## src/drc_defines.vh

```
`ifndef DRC_DEFINES_VH
`define DRC_DEFINES_VH
// =============================================
// register select and layout
`define DRC_SEL_CONTROL 1'b1
`define DRC_SEL_STATUS 1'b0
`define DRC_BIT_HALT_REQ 2
`define DRC_BIT_SYS_RST_REQ 3
`define DRC_BIT_CORE_HOLD 4
`define DRC_BIT_HOLD_REQ 5
`define DRC_BIT_RELEASE_ACK 6
`define DRC_BIT_STATUS_ACK 7
`define DRC_CTRL_RESET 32'h0000_0000
`define DRC_CTRL_WMASK 32'h0000_00FC
`define DRC_STAT_RESET 32'h0000_0000
// status readback bit positions
`define DRC_ST_SYS_OUT_OF_RST 3
`define DRC_ST_LOW_LEAK_ENTERED 5
`define DRC_ST_VLLS_ENTERED 6
`define DRC_ST_CORE_HALTED 16
`define DRC_ST_CORE_HELD 17
`define DRC_ST_VLLS_HELD 18
`endif

```

## src/drc_run_control.v

```verilog
// What this block does
// - halt request bit 2 forces the core into halted debug state
// - halt request wakes a sleeping core from stop or wait, then halts
// - system reset request bit 3 holds system reset while set
// - core hold bit 4 clear releases core with system after sequencing
// - core hold set keeps core in reset; clearing releases at once
// - hold request bit 5 holds system in reset after next stop recovery
// - hold request ignored on reset-pin wakeup; pin alone holds reset
// - hold request latched on stop entry; exit held until release ack
// - hold request cleared by power-on reset of stop recovery
// - release ack bit 6 releases system held after stop recovery
// - release ack cleared by debugger or by next recovery power-on reset
// - writing 1 to bit 7 clears sticky stop entry status flags
// - bits 8 to 31 reserved with no effect
// - in secure state only system reset request takes effect
// - register reached only through the debug access port
`timescale 1ns/100ps
`include "drc_defines.vh"
module drc_run_control (
	input wire clock,
	input wire srst,
	input wire por,
	input wire ap_wr,
	input wire ap_rd,
	input wire ap_sel,
	input wire [31:0] ap_wdata,
	output reg [31:0] ap_rdata,
	output reg ap_rvalid,
	input wire flash_secure,
	input wire core_sleeping,
	input wire core_halted,
	input wire reset_seq_done,
	input wire reset_pin_n,
	input wire vlls_entry,
	input wire vlls_exit,
	input wire low_leak_stop_entry,
	output reg core_halt_req,
	output reg core_wake_req,
	output reg sys_reset_req,
	output reg core_reset_hold,
	output reg vlls_reset_hold
);
// =============================================
// state codes for the stop-recovery sequencer
localparam ST_RUN = 2'b00;
localparam ST_STOPPED = 2'b01;
localparam ST_HELD = 2'b10;
localparam ST_PIN = 2'b11;

// =============================================
// pin input synchronisers
wire [3:0] sync_w;
drc_sync #(
	.WIDTH(4)
) u_sync (
	.clock(clock),
	.srst(srst),
	.async_in({reset_pin_n, core_sleeping, core_halted, flash_secure}),
	.sync_out(sync_w)
);
wire pin_n_s = sync_w[3];
wire sleeping_s = sync_w[2];
wire halted_s = sync_w[1];
wire secure_s = sync_w[0];

function effective;
	input bit_in;
	input secure_capable;
	input secure;
	begin
		effective = bit_in & (secure_capable | ~secure);
	end
endfunction

// =============================================
// control register
reg [31:0] ctrl_r;
reg [31:0] ctrl_nxt;
reg low_leak_flag_r;
reg vlls_flag_r;
reg hold_latched_r;
reg [1:0] state_r;
reg [1:0] state_nxt;
reg core_held_r;

// access port
// only the debug access port writes this register, but por also clears bits 5 and 6; no system bus path exists
always @* begin
	ctrl_nxt = ctrl_r;
	if (ap_wr && ap_sel == `DRC_SEL_CONTROL) begin
		ctrl_nxt = ap_wdata & `DRC_CTRL_WMASK;
	end
	if (por) begin
		ctrl_nxt[`DRC_BIT_HOLD_REQ] = 1'b0;
		ctrl_nxt[`DRC_BIT_RELEASE_ACK] = 1'b0;
	end
end

always @(posedge clock) begin
	if (srst) begin
		ctrl_r <= `DRC_CTRL_RESET;
	end else begin
		ctrl_r <= ctrl_nxt;
	end
end

wire halt_eff = effective(ctrl_r[`DRC_BIT_HALT_REQ], 1'b0, secure_s);
wire rst_eff = effective(ctrl_r[`DRC_BIT_SYS_RST_REQ], 1'b1, secure_s);
wire hold_eff = effective(ctrl_r[`DRC_BIT_CORE_HOLD], 1'b0, secure_s);
wire hreq_eff = effective(ctrl_r[`DRC_BIT_HOLD_REQ], 1'b0, secure_s);
wire ack_eff = effective(ctrl_r[`DRC_BIT_RELEASE_ACK], 1'b0, secure_s);
wire sack_eff = effective(ctrl_r[`DRC_BIT_STATUS_ACK], 1'b0, secure_s);

// =============================================
// sticky stop entry status
always @(posedge clock) begin
	if (srst) begin
		low_leak_flag_r <= 1'b0;
		vlls_flag_r <= 1'b0;
	end else begin
		// ack clears flags
		// a new entry in the ack cycle still sets the flag
		low_leak_flag_r <= low_leak_stop_entry | (low_leak_flag_r & ~sack_eff);
		vlls_flag_r <= vlls_entry | (vlls_flag_r & ~sack_eff);
	end
end

// =============================================
// stop recovery sequencer
always @* begin
	state_nxt = state_r;
	case (state_r)
		ST_RUN: begin
			if (vlls_entry) begin
				state_nxt = ST_STOPPED;
			end
		end
		ST_STOPPED: begin
			if (vlls_exit) begin
				if (!pin_n_s) begin
					state_nxt = ST_PIN;
				end else if (hold_latched_r) begin
					state_nxt = ST_HELD;
				end else begin
					state_nxt = ST_RUN;
				end
			end
		end
		ST_HELD: begin
			if (ack_eff) begin
				state_nxt = ST_RUN;
			end
		end
		ST_PIN: begin
			if (pin_n_s) begin
				state_nxt = ST_RUN;
			end
		end
		default: begin
			state_nxt = ST_RUN;
		end
	endcase
end

always @(posedge clock) begin
	if (srst) begin
		state_r <= ST_RUN;
		hold_latched_r <= 1'b0;
	end else begin
		state_r <= state_nxt;
		if (state_r == ST_RUN && vlls_entry) begin
			hold_latched_r <= hreq_eff;
		end
	end
end

// =============================================
// core hold after reset sequencing
// the held state is entered only when sequencing ends with the hold bit set
reg core_held_nxt;
always @* begin
	core_held_nxt = core_held_r;
	if (sys_reset_req) begin
		core_held_nxt = 1'b0;
	end else if (reset_seq_done && hold_eff) begin
		core_held_nxt = 1'b1;
	end else if (!hold_eff) begin
		core_held_nxt = 1'b0;
	end
end

always @(posedge clock) begin
	if (srst) begin
		core_held_r <= 1'b0;
	end else begin
		core_held_r <= core_held_nxt;
	end
end

// =============================================
// core hold output
// hold only while the bit stays set; clearing it frees the core on the next edge
always @(posedge clock) begin
	if (srst) begin
		core_reset_hold <= 1'b0;
	end else begin
		core_reset_hold <= hold_eff & ~sys_reset_req & (core_held_r | reset_seq_done);
	end
end

// =============================================
// halt and wake requests
always @(posedge clock) begin
	if (srst) begin
		core_halt_req <= 1'b0;
		core_wake_req <= 1'b0;
	end else begin
		core_halt_req <= halt_eff;
		// wake sleeping core
		// a sleeping core must be woken before it can reach the halted state
		core_wake_req <= halt_eff & sleeping_s;
	end
end

// =============================================
// system reset request
always @(posedge clock) begin
	if (srst) begin
		sys_reset_req <= 1'b0;
	end else begin
		sys_reset_req <= rst_eff;
	end
end

// =============================================
// stop recovery hold
always @(posedge clock) begin
	if (srst) begin
		vlls_reset_hold <= 1'b0;
	end else begin
		// hold after recovery
		// taken from the next state so the hold starts with the exit edge
		vlls_reset_hold <= (state_nxt == ST_HELD);
	end
end

// =============================================
// status view
// bits not listed here read zero
reg [31:0] status_nxt;
always @* begin
	status_nxt = `DRC_STAT_RESET;
	status_nxt[`DRC_ST_SYS_OUT_OF_RST] = ~sys_reset_req;
	status_nxt[`DRC_ST_LOW_LEAK_ENTERED] = low_leak_flag_r;
	status_nxt[`DRC_ST_VLLS_ENTERED] = vlls_flag_r;
	status_nxt[`DRC_ST_CORE_HALTED] = halted_s;
	status_nxt[`DRC_ST_CORE_HELD] = core_held_r;
	status_nxt[`DRC_ST_VLLS_HELD] = (state_r == ST_HELD);
end

// =============================================
// read port, one cycle after the read strobe
reg [31:0] rdata_nxt;
always @* begin
	rdata_nxt = ap_rdata;
	if (ap_rd) begin
		if (ap_sel == `DRC_SEL_CONTROL) begin
			rdata_nxt = ctrl_r & `DRC_CTRL_WMASK;
		end else begin
			rdata_nxt = status_nxt;
		end
	end
end

// read data holds until the next read so a slow debugger may pick it up late
always @(posedge clock) begin
	if (srst) begin
		ap_rdata <= 32'h0000_0000;
		ap_rvalid <= 1'b0;
	end else begin
		ap_rvalid <= ap_rd;
		ap_rdata <= rdata_nxt;
	end
end
endmodule

```

## src/drc_sync.v

```verilog
`timescale 1ns/100ps
`include "drc_defines.vh"
module drc_sync #(
	parameter WIDTH = 4
) (
	input wire clock,
	input wire srst,
	input wire [WIDTH-1:0] async_in,
	output reg [WIDTH-1:0] sync_out
);
// =============================================
// two-stage synchroniser; first stage read only here
reg [WIDTH-1:0] meta_r;
always @(posedge clock) begin
	if (srst) begin
		meta_r <= {WIDTH{1'b0}};
		sync_out <= {WIDTH{1'b0}};
	end else begin
		meta_r <= async_in;
		sync_out <= meta_r;
	end
end
endmodule

```

## config.mk

```make
export PLATFORM = sky130hd
export DESIGN_NAME = drc_run_control
export DESIGN_NICKNAME = d
export VERILOG_FILES = /design/src/drc_run_control.v /design/src/drc_sync.v
export VERILOG_INCLUDE_DIRS = /design/src
export SDC_FILE = /design/constraint.sdc
export NUM_CORES = 1
export LEC_CHECK = 0
export BUFFER_PORTS_ARGS = -buffer_cell sky130_fd_sc_hd__buf_2
export CELL_PAD_IN_SITES_DETAIL_PLACEMENT = 1
export CELL_PAD_IN_SITES_GLOBAL_PLACEMENT = 1
export CORE_ASPECT_RATIO = 1.75
export CORE_MARGIN = 5
export CORE_UTILIZATION = 27
export CTS_BUF_LIST = sky130_fd_sc_hd__clkbuf_8 sky130_fd_sc_hd__clkbuf_16
export CTS_CLUSTER_SIZE = 24
export DETAILED_ROUTE_END_ITERATION = 10
export MAX_ROUTING_LAYER = met4
export PLACE_DENSITY_LB_ADDON = 0.25
export SLEW_MARGIN = 20
export SYNTH_ARGS = -nofsm -noshare
export SYNTH_HDL_FRONTEND = slang
export SYNTH_SLANG_ARGS = --single-unit
```

## constraint.sdc

```tcl
create_clock -name clock -period 0.9 [get_ports clock]
set_input_delay 0.09 -clock clock [delete_from_list [all_inputs] [get_ports clock]]
set_output_delay 0.09 -clock clock [all_outputs]
set_load 0.01 [all_outputs]
```

=== Word-level counts from Yosys, hierarchy flattened ===
Cells that the tools add are included.

* Flip-flop bits (word level): 58
* Output and inout bits: 38
* Logic and storage cells: 53

* Equality and inequality tests: 5
* Mux-type cells: 10
* Bitwise logic cells: 16
* Reductions and logical operators: 6

{| class="wikitable"
|+ Operators with widths
! cell !! count
|-
| 19-bit two-way mux || 1
|-
| 2-bit two-way mux || 6
|-
| 1-bit AND || 10
|-
| 2-bit one-hot mux with 4 select lines || 1
|-
| 2-bit equality test (second input constant) || 3
|-
| 2-bit OR reduction || 2
|-
| 1-bit logical AND || 3
|-
| 1-bit NOT || 3
|-
| 1-bit OR || 3
|-
| 2-bit by 1-bit equality test with 1-bit output (second input constant) || 1
|-
| 2-bit zero test || 1
|-
| 1-bit two-way mux || 2
|-
| 2-bit by 1-bit != test with 1-bit output (second input constant) || 1
|}

=== Longest topological paths before layout ===
* Depth after elaboration: 5
* Gate-level depth with buffers: 5
* Gate-level depth less buffers: 4

=== Cells and area by module ===
A second synthesis with hierarchy kept.

* Cell total of the unflattened synthesis: 149
* Area total of the unflattened synthesis: 1406.3 sq um

{| class="wikitable"
|+ By module, submodules not included
! module !! instances !! cells each !! area each (sq um) !! sequential area each (sq um)
|-
| drc_run_control || 1 || 133 || 1196.1 || 540.5
|-
| drc_sync || 1 || 16 || 210.2 || 160.2
|}

=== Least setup slack after synthesis ===
No wires, ideal clock.

* Path type: register to register
* Start: register state_r[0]
* End: register vlls_reset_hold
* Setup time: 0.088 ns
* Arrival: 0.855 ns
* Data required time: 0.812 ns
* Path slack: -0.043 ns
* Cell stages (with the launch flop): 5
* Clock period less this slack: 0.943 ns
* Cells stage by stage: dfxtp_1 nor2_1 a22oi_1 a21oi_1 nor4_2

* Cells in the longest elaborated chain, start to end: 3
* Elaborated cells between the ends (all ways): 10

{| class="wikitable"
|+ RTL lines
! item !! line !! source
|-
| start, declared || drc_run_control.v:82 || <nowiki>reg [1:0] state_r;</nowiki>
|-
| start signal, assigned || drc_run_control.v:170 || <nowiki>state_r <= state_nxt;</nowiki>
|-
| 2-bit equality test, or another cell as far along || drc_run_control.v:132 || <nowiki>case (state_r)</nowiki>
|-
| 2-bit one-hot mux with 4 select lines * || drc_run_control.v:132 ||
|-
| 2-bit equality test * || drc_run_control.v:243 || <nowiki>vlls_reset_hold <= (state_nxt == ST_HELD);</nowiki>
|-
| end signal, assigned || drc_run_control.v:243 ||
|-
| end, declared || drc_run_control.v:41 || <nowiki>output reg vlls_reset_hold</nowiki>
|}

Mark *: on every way between the ends. The rest lies on a longest branch, timed or not.
A chain may end at the register's enable or synchronous reset.

=== Final worst setup path ===
* Start: register state_r[0]
* End: register state_r[1]

* Cells in the longest elaborated chain, start to end: 2
* Elaborated cells between the ends (all ways): 5

{| class="wikitable"
|+ RTL lines
! item !! line
|-
| 2-bit equality test, or another cell as far along || drc_run_control.v:132
|-
| 2-bit one-hot mux with 4 select lines * || drc_run_control.v:132
|}

Marks and branches as above.

==> summary.txt <==
Placement
  – I/O Buffers: 34
  – Setup WS pre-CTS: -0.1455 ns
  – HPWL after DPL: 2527 um
  – Gpl congestion: 0.7450

Finish
  – Final Core Density: about a third
  – Nets: between 200 and 250
  – Layout cell share with drive strength beyond 1: between 30% and 40%
  – Seq. cell area: roughly 710 um^2
  – Area Growth Syn to Fin: 24.48%
  – Commonest non-fill, non-tap cell in the layout: buf_2
  – Commonest cells after routing, fill and taps aside: buf_2 (33), dfxtp_1 (31), conb_1 (23), nor2b_1 (11), a21oi_1 (11)
  – Filler instances: approximately 600
  – N_diodes: 0
  – Multi-input logic area: 615.6 um^2

Critical path
  – CP endpoint kind: register
  – Worst path cell trace: nand2_2, nor3_2, a21oi_2, nor3_1
  – Critical-path cell with the highest stage delay: dfxtp_4
  – CP Class: reg -> reg
  – Worst EP required: 1.11 ns
  – Critical path arrival: 1.18 ns
  – CP Max Fanout: 7
  – Critical Path Start Type: register
  – Critical R2R Capture: state_r[1]
  – R2R setup slack: -0.07 ns
  – R2r startpoint: state_r[0]
  – Worst Reg2Reg Path Length in Cells: 4
  – Crit-path max cell delay: ~0.4 ns

Drt
  – Vias per cell: 4.412
  – DRT Pass-1 Iters: 2
  – Post-DRT Antenna Nets: 0
  – Met3 wire length: 224 um
  – Wl on met1: roughly 1100 um
  – Vias post-DR: ~1100
  – Drc violations: 0
  – Top sig layer: met4
  – Final wirelength: approximately 3200 um
  – Wire length on met2: between 1500 and 2000 um
  – Routed WL per cell: between 10 and 15 um
  – Initial DRC count: 21

Power and ir drop
  – Net Sw Power: 811.7 uW
  – Sequential fraction of design power: 53.2%
  – Sw Share: about a quarter
  – PD cells: 1791 nW/um^2
  – VDD IR max: ~0.0011 V
  – Comb power frac: a little over a tenth
  – Pleak: 0.0007591 uW
  – Cell-internal power: approximately 2300 uW
  – Clock share of power: 35.9%

Clock network
  – Clock sinks: 35
  – Cts bufs inserted: 5
  – H-tree depth: 2
  – TritonCTS clock tree: yes
  – Post-CTS setup buffers: 0
  – Reg clk slew, reported paths: roughly 0.070 ns
  – Root buffer cell: clkbuf_8
  – Clock buffer depth: 2
  – Clock Latency Late Sink: 0.29 ns

Floorplanning
  – Die height: about 100 um
  – Initial core utilization: 27.93%
  – Die width: approximately 64 um
  – # rows: 34
  – Die ar.: just under 7000 um^2
  – Top Ports: 84
  – CORE AREA: between 4000 and 5000 um^2

Logic synthesis
  – Number of enable flip-flop cells after synthesis: 0
  – Post-synthesis mux area share: 3.600%
  – Area contributors post-synth: dfxtp_1 (50%), buf_4 (12%), nor2b_1 (5.4%), a21oi_1 (5.0%), mux2i_1 (3.6%)
  – Ys flop type: dfxtp_1
  – Synth area leader: dfxtp_1
  – Netlist cell types: 25
  – Seq/Total Area, Yosys: 50.41%
  – Async set-reset flop share out of synthesis: 0%
  – Synthesis-stage register bit count: 35
  – Synth top area share: about half
  – Largest family of logic cells by synthesized area: simple AND/OR/NAND/NOR gates
  – Syn avg cell area: just over 9 um^2
  – Simple-Gate Fraction of Synth Area: a little under a quarter
  – Compound-Gate Fraction of Synth Area: between 7 and 8%
  – Yosys Warn Count: 0
  – Synthesized cell area: ~1400 um^2
  – Post-synthesis xor/xnor area fraction: 0%
  – Post-Synth Adder-Cell Area: 0%
  – Synthesized netlist cell count: 150

Hold path
  – Hold depth: 2
  – Hold_sp: reset_pin_n
  – Min-Delay Path Class: in -> reg
  – Hold Path End: u_sync.meta_r[3]

GRT
  – Total track usage: between 10% and 20%
  – Global route overflow: 0
  – Largest net degree at the start of global routing: 19
  – Initial antenna violation count: 0
  – Number of global-route vias before repair: roughly 1200
  – First-pass GRT wire length: 5361 um

Job
  – Max cap viols: 0

Run status
  – Failing checks: setup timing
  – Status: complete, but fails checks

STA
  – Setup Viol. Count Final: 3
  – Skew final: a little over 0.007 ns
  – Slew Viols, Final: 0
  – Fin crit period: between 0.9 and 1 ns
  – FMAX: 1033 MHz
  – Final WS setup: -0.06826 ns
  – Final period utilization: 107.6%
  – Endpoints failing hold: 0
  – Unrepaired setup endpoints after global routing: yes
-- power by group through the flow --
stage               Sequential (uW)  Combinational (uW)  Clock [uW]
CTS                            1650                 332        1160
floorplan                      1680                 261           0
global placement               1680                 302           0
finish                         1650                 339        1110
detailed placement             1680                 313           0
global route                   1660                 379        1220
-- stage by stage --
stage | std cells | power [uW] | TNS (ns) | hold slack, ns | area [um^2]
floorplan | 172 | 1940 | 0 | 0.1616 | 1474
global placement | 236 | 1979 | -0.1454 | 0.2747 | 1565
detailed placement | 236 | 1994 | -0.4433 | 0.2843 | 1565
CTS | 245 | 3143 | -0.2493 | 0.003025 | 1697
global route | 245 | 3259 | -0.5490 | 0.02476 | 1730
finish | 245 | 3099 | -0.1901 | 0.01342 | 1730
-- worst max path at each step --
| stage | startpoint | to | cells past startpoint |
|---|---|---|---|
| after CTS | state_r[0] | state_r[1] | 4 |
| after floorplan | state_r[0] | state_r[1] | 4 |
| after global placement | state_r[0] | vlls_reset_hold | 4 |
| after detailed placement | state_r[0] | vlls_reset_hold | 3 |
| final | state_r[0] | state_r[1] | 4 |
| after global routing | state_r[0] | hold_latched_r | 4 |
-- cells in the mapped netlist, types with 2 or more instances --
cell	n
dfxtp_1	35
buf_4	23
a21oi_1	14
nor2b_1	12
nor2_1	10
nand2_1	9
nand3_1	8
nand2b_1	7
mux2i_1	5
buf_2	4
nor3_1	4
a211oi_1	2
clkbuf_1	2
nand3b_1	2
nor4bb_1	2
o21ai_0	2
-- state kept, by name, indices dropped and copies added, names as in the netlist, 2 cells and up --
register	cells
state_r	2
u_sync.meta_r	4
u_sync.sync_out	4
ap_rdata	9
ctrl_r	6
-- layout make-up --
cell class | instances | share of cell area [%]
clock buffers | 5 | 3.977
clock inverters | 3 | 1.157
inverters | 1 | 0.2169
multi-input cells | 106 | 35.57
flip-flops and latches | 35 | 41.07
well taps | 54 | 3.905
repair buffers | 41 | 14.10
-- critical path, delay by kind of cell (launching register included) --
family          cells  cell delay (ns)
compound gates      1             0.07
simple gates        3             0.44
flops               1             0.40
-- timing repair --
| item | 4_1_cts | 5_1_grt |
|---|---|---|
| hold endpoints to repair | 2 | 0 |
| setup endpoints to repair | 7 | 7 |
| pin swaps | 2 | 2 |
| resized for setup | 12 | 7 |
| hold buffers | 1 | 0 |
-- per-layer routing --
metal / up-vias / global-route usage (%)
li1: 532 / -
met1: 509 / 8.892
met2: 35 / 19.30
met3: 5 / 2.793
met4: 0 / 5.240
met5: - / -
-- logic make-up (layout without fill, tap and decap cells) --
logic type / count (synthesis) / after routing
AND/OR/NAND/NOR: 58 / 58
flip-flops: 35 / 35
buffers and inverters: 31 / 50
AO/OA/AOI/OAI: 20 / 20
multiplexers: 5 / 5
other: 1 / 23
Note: power is estimated with default switching activity, not from simulation.
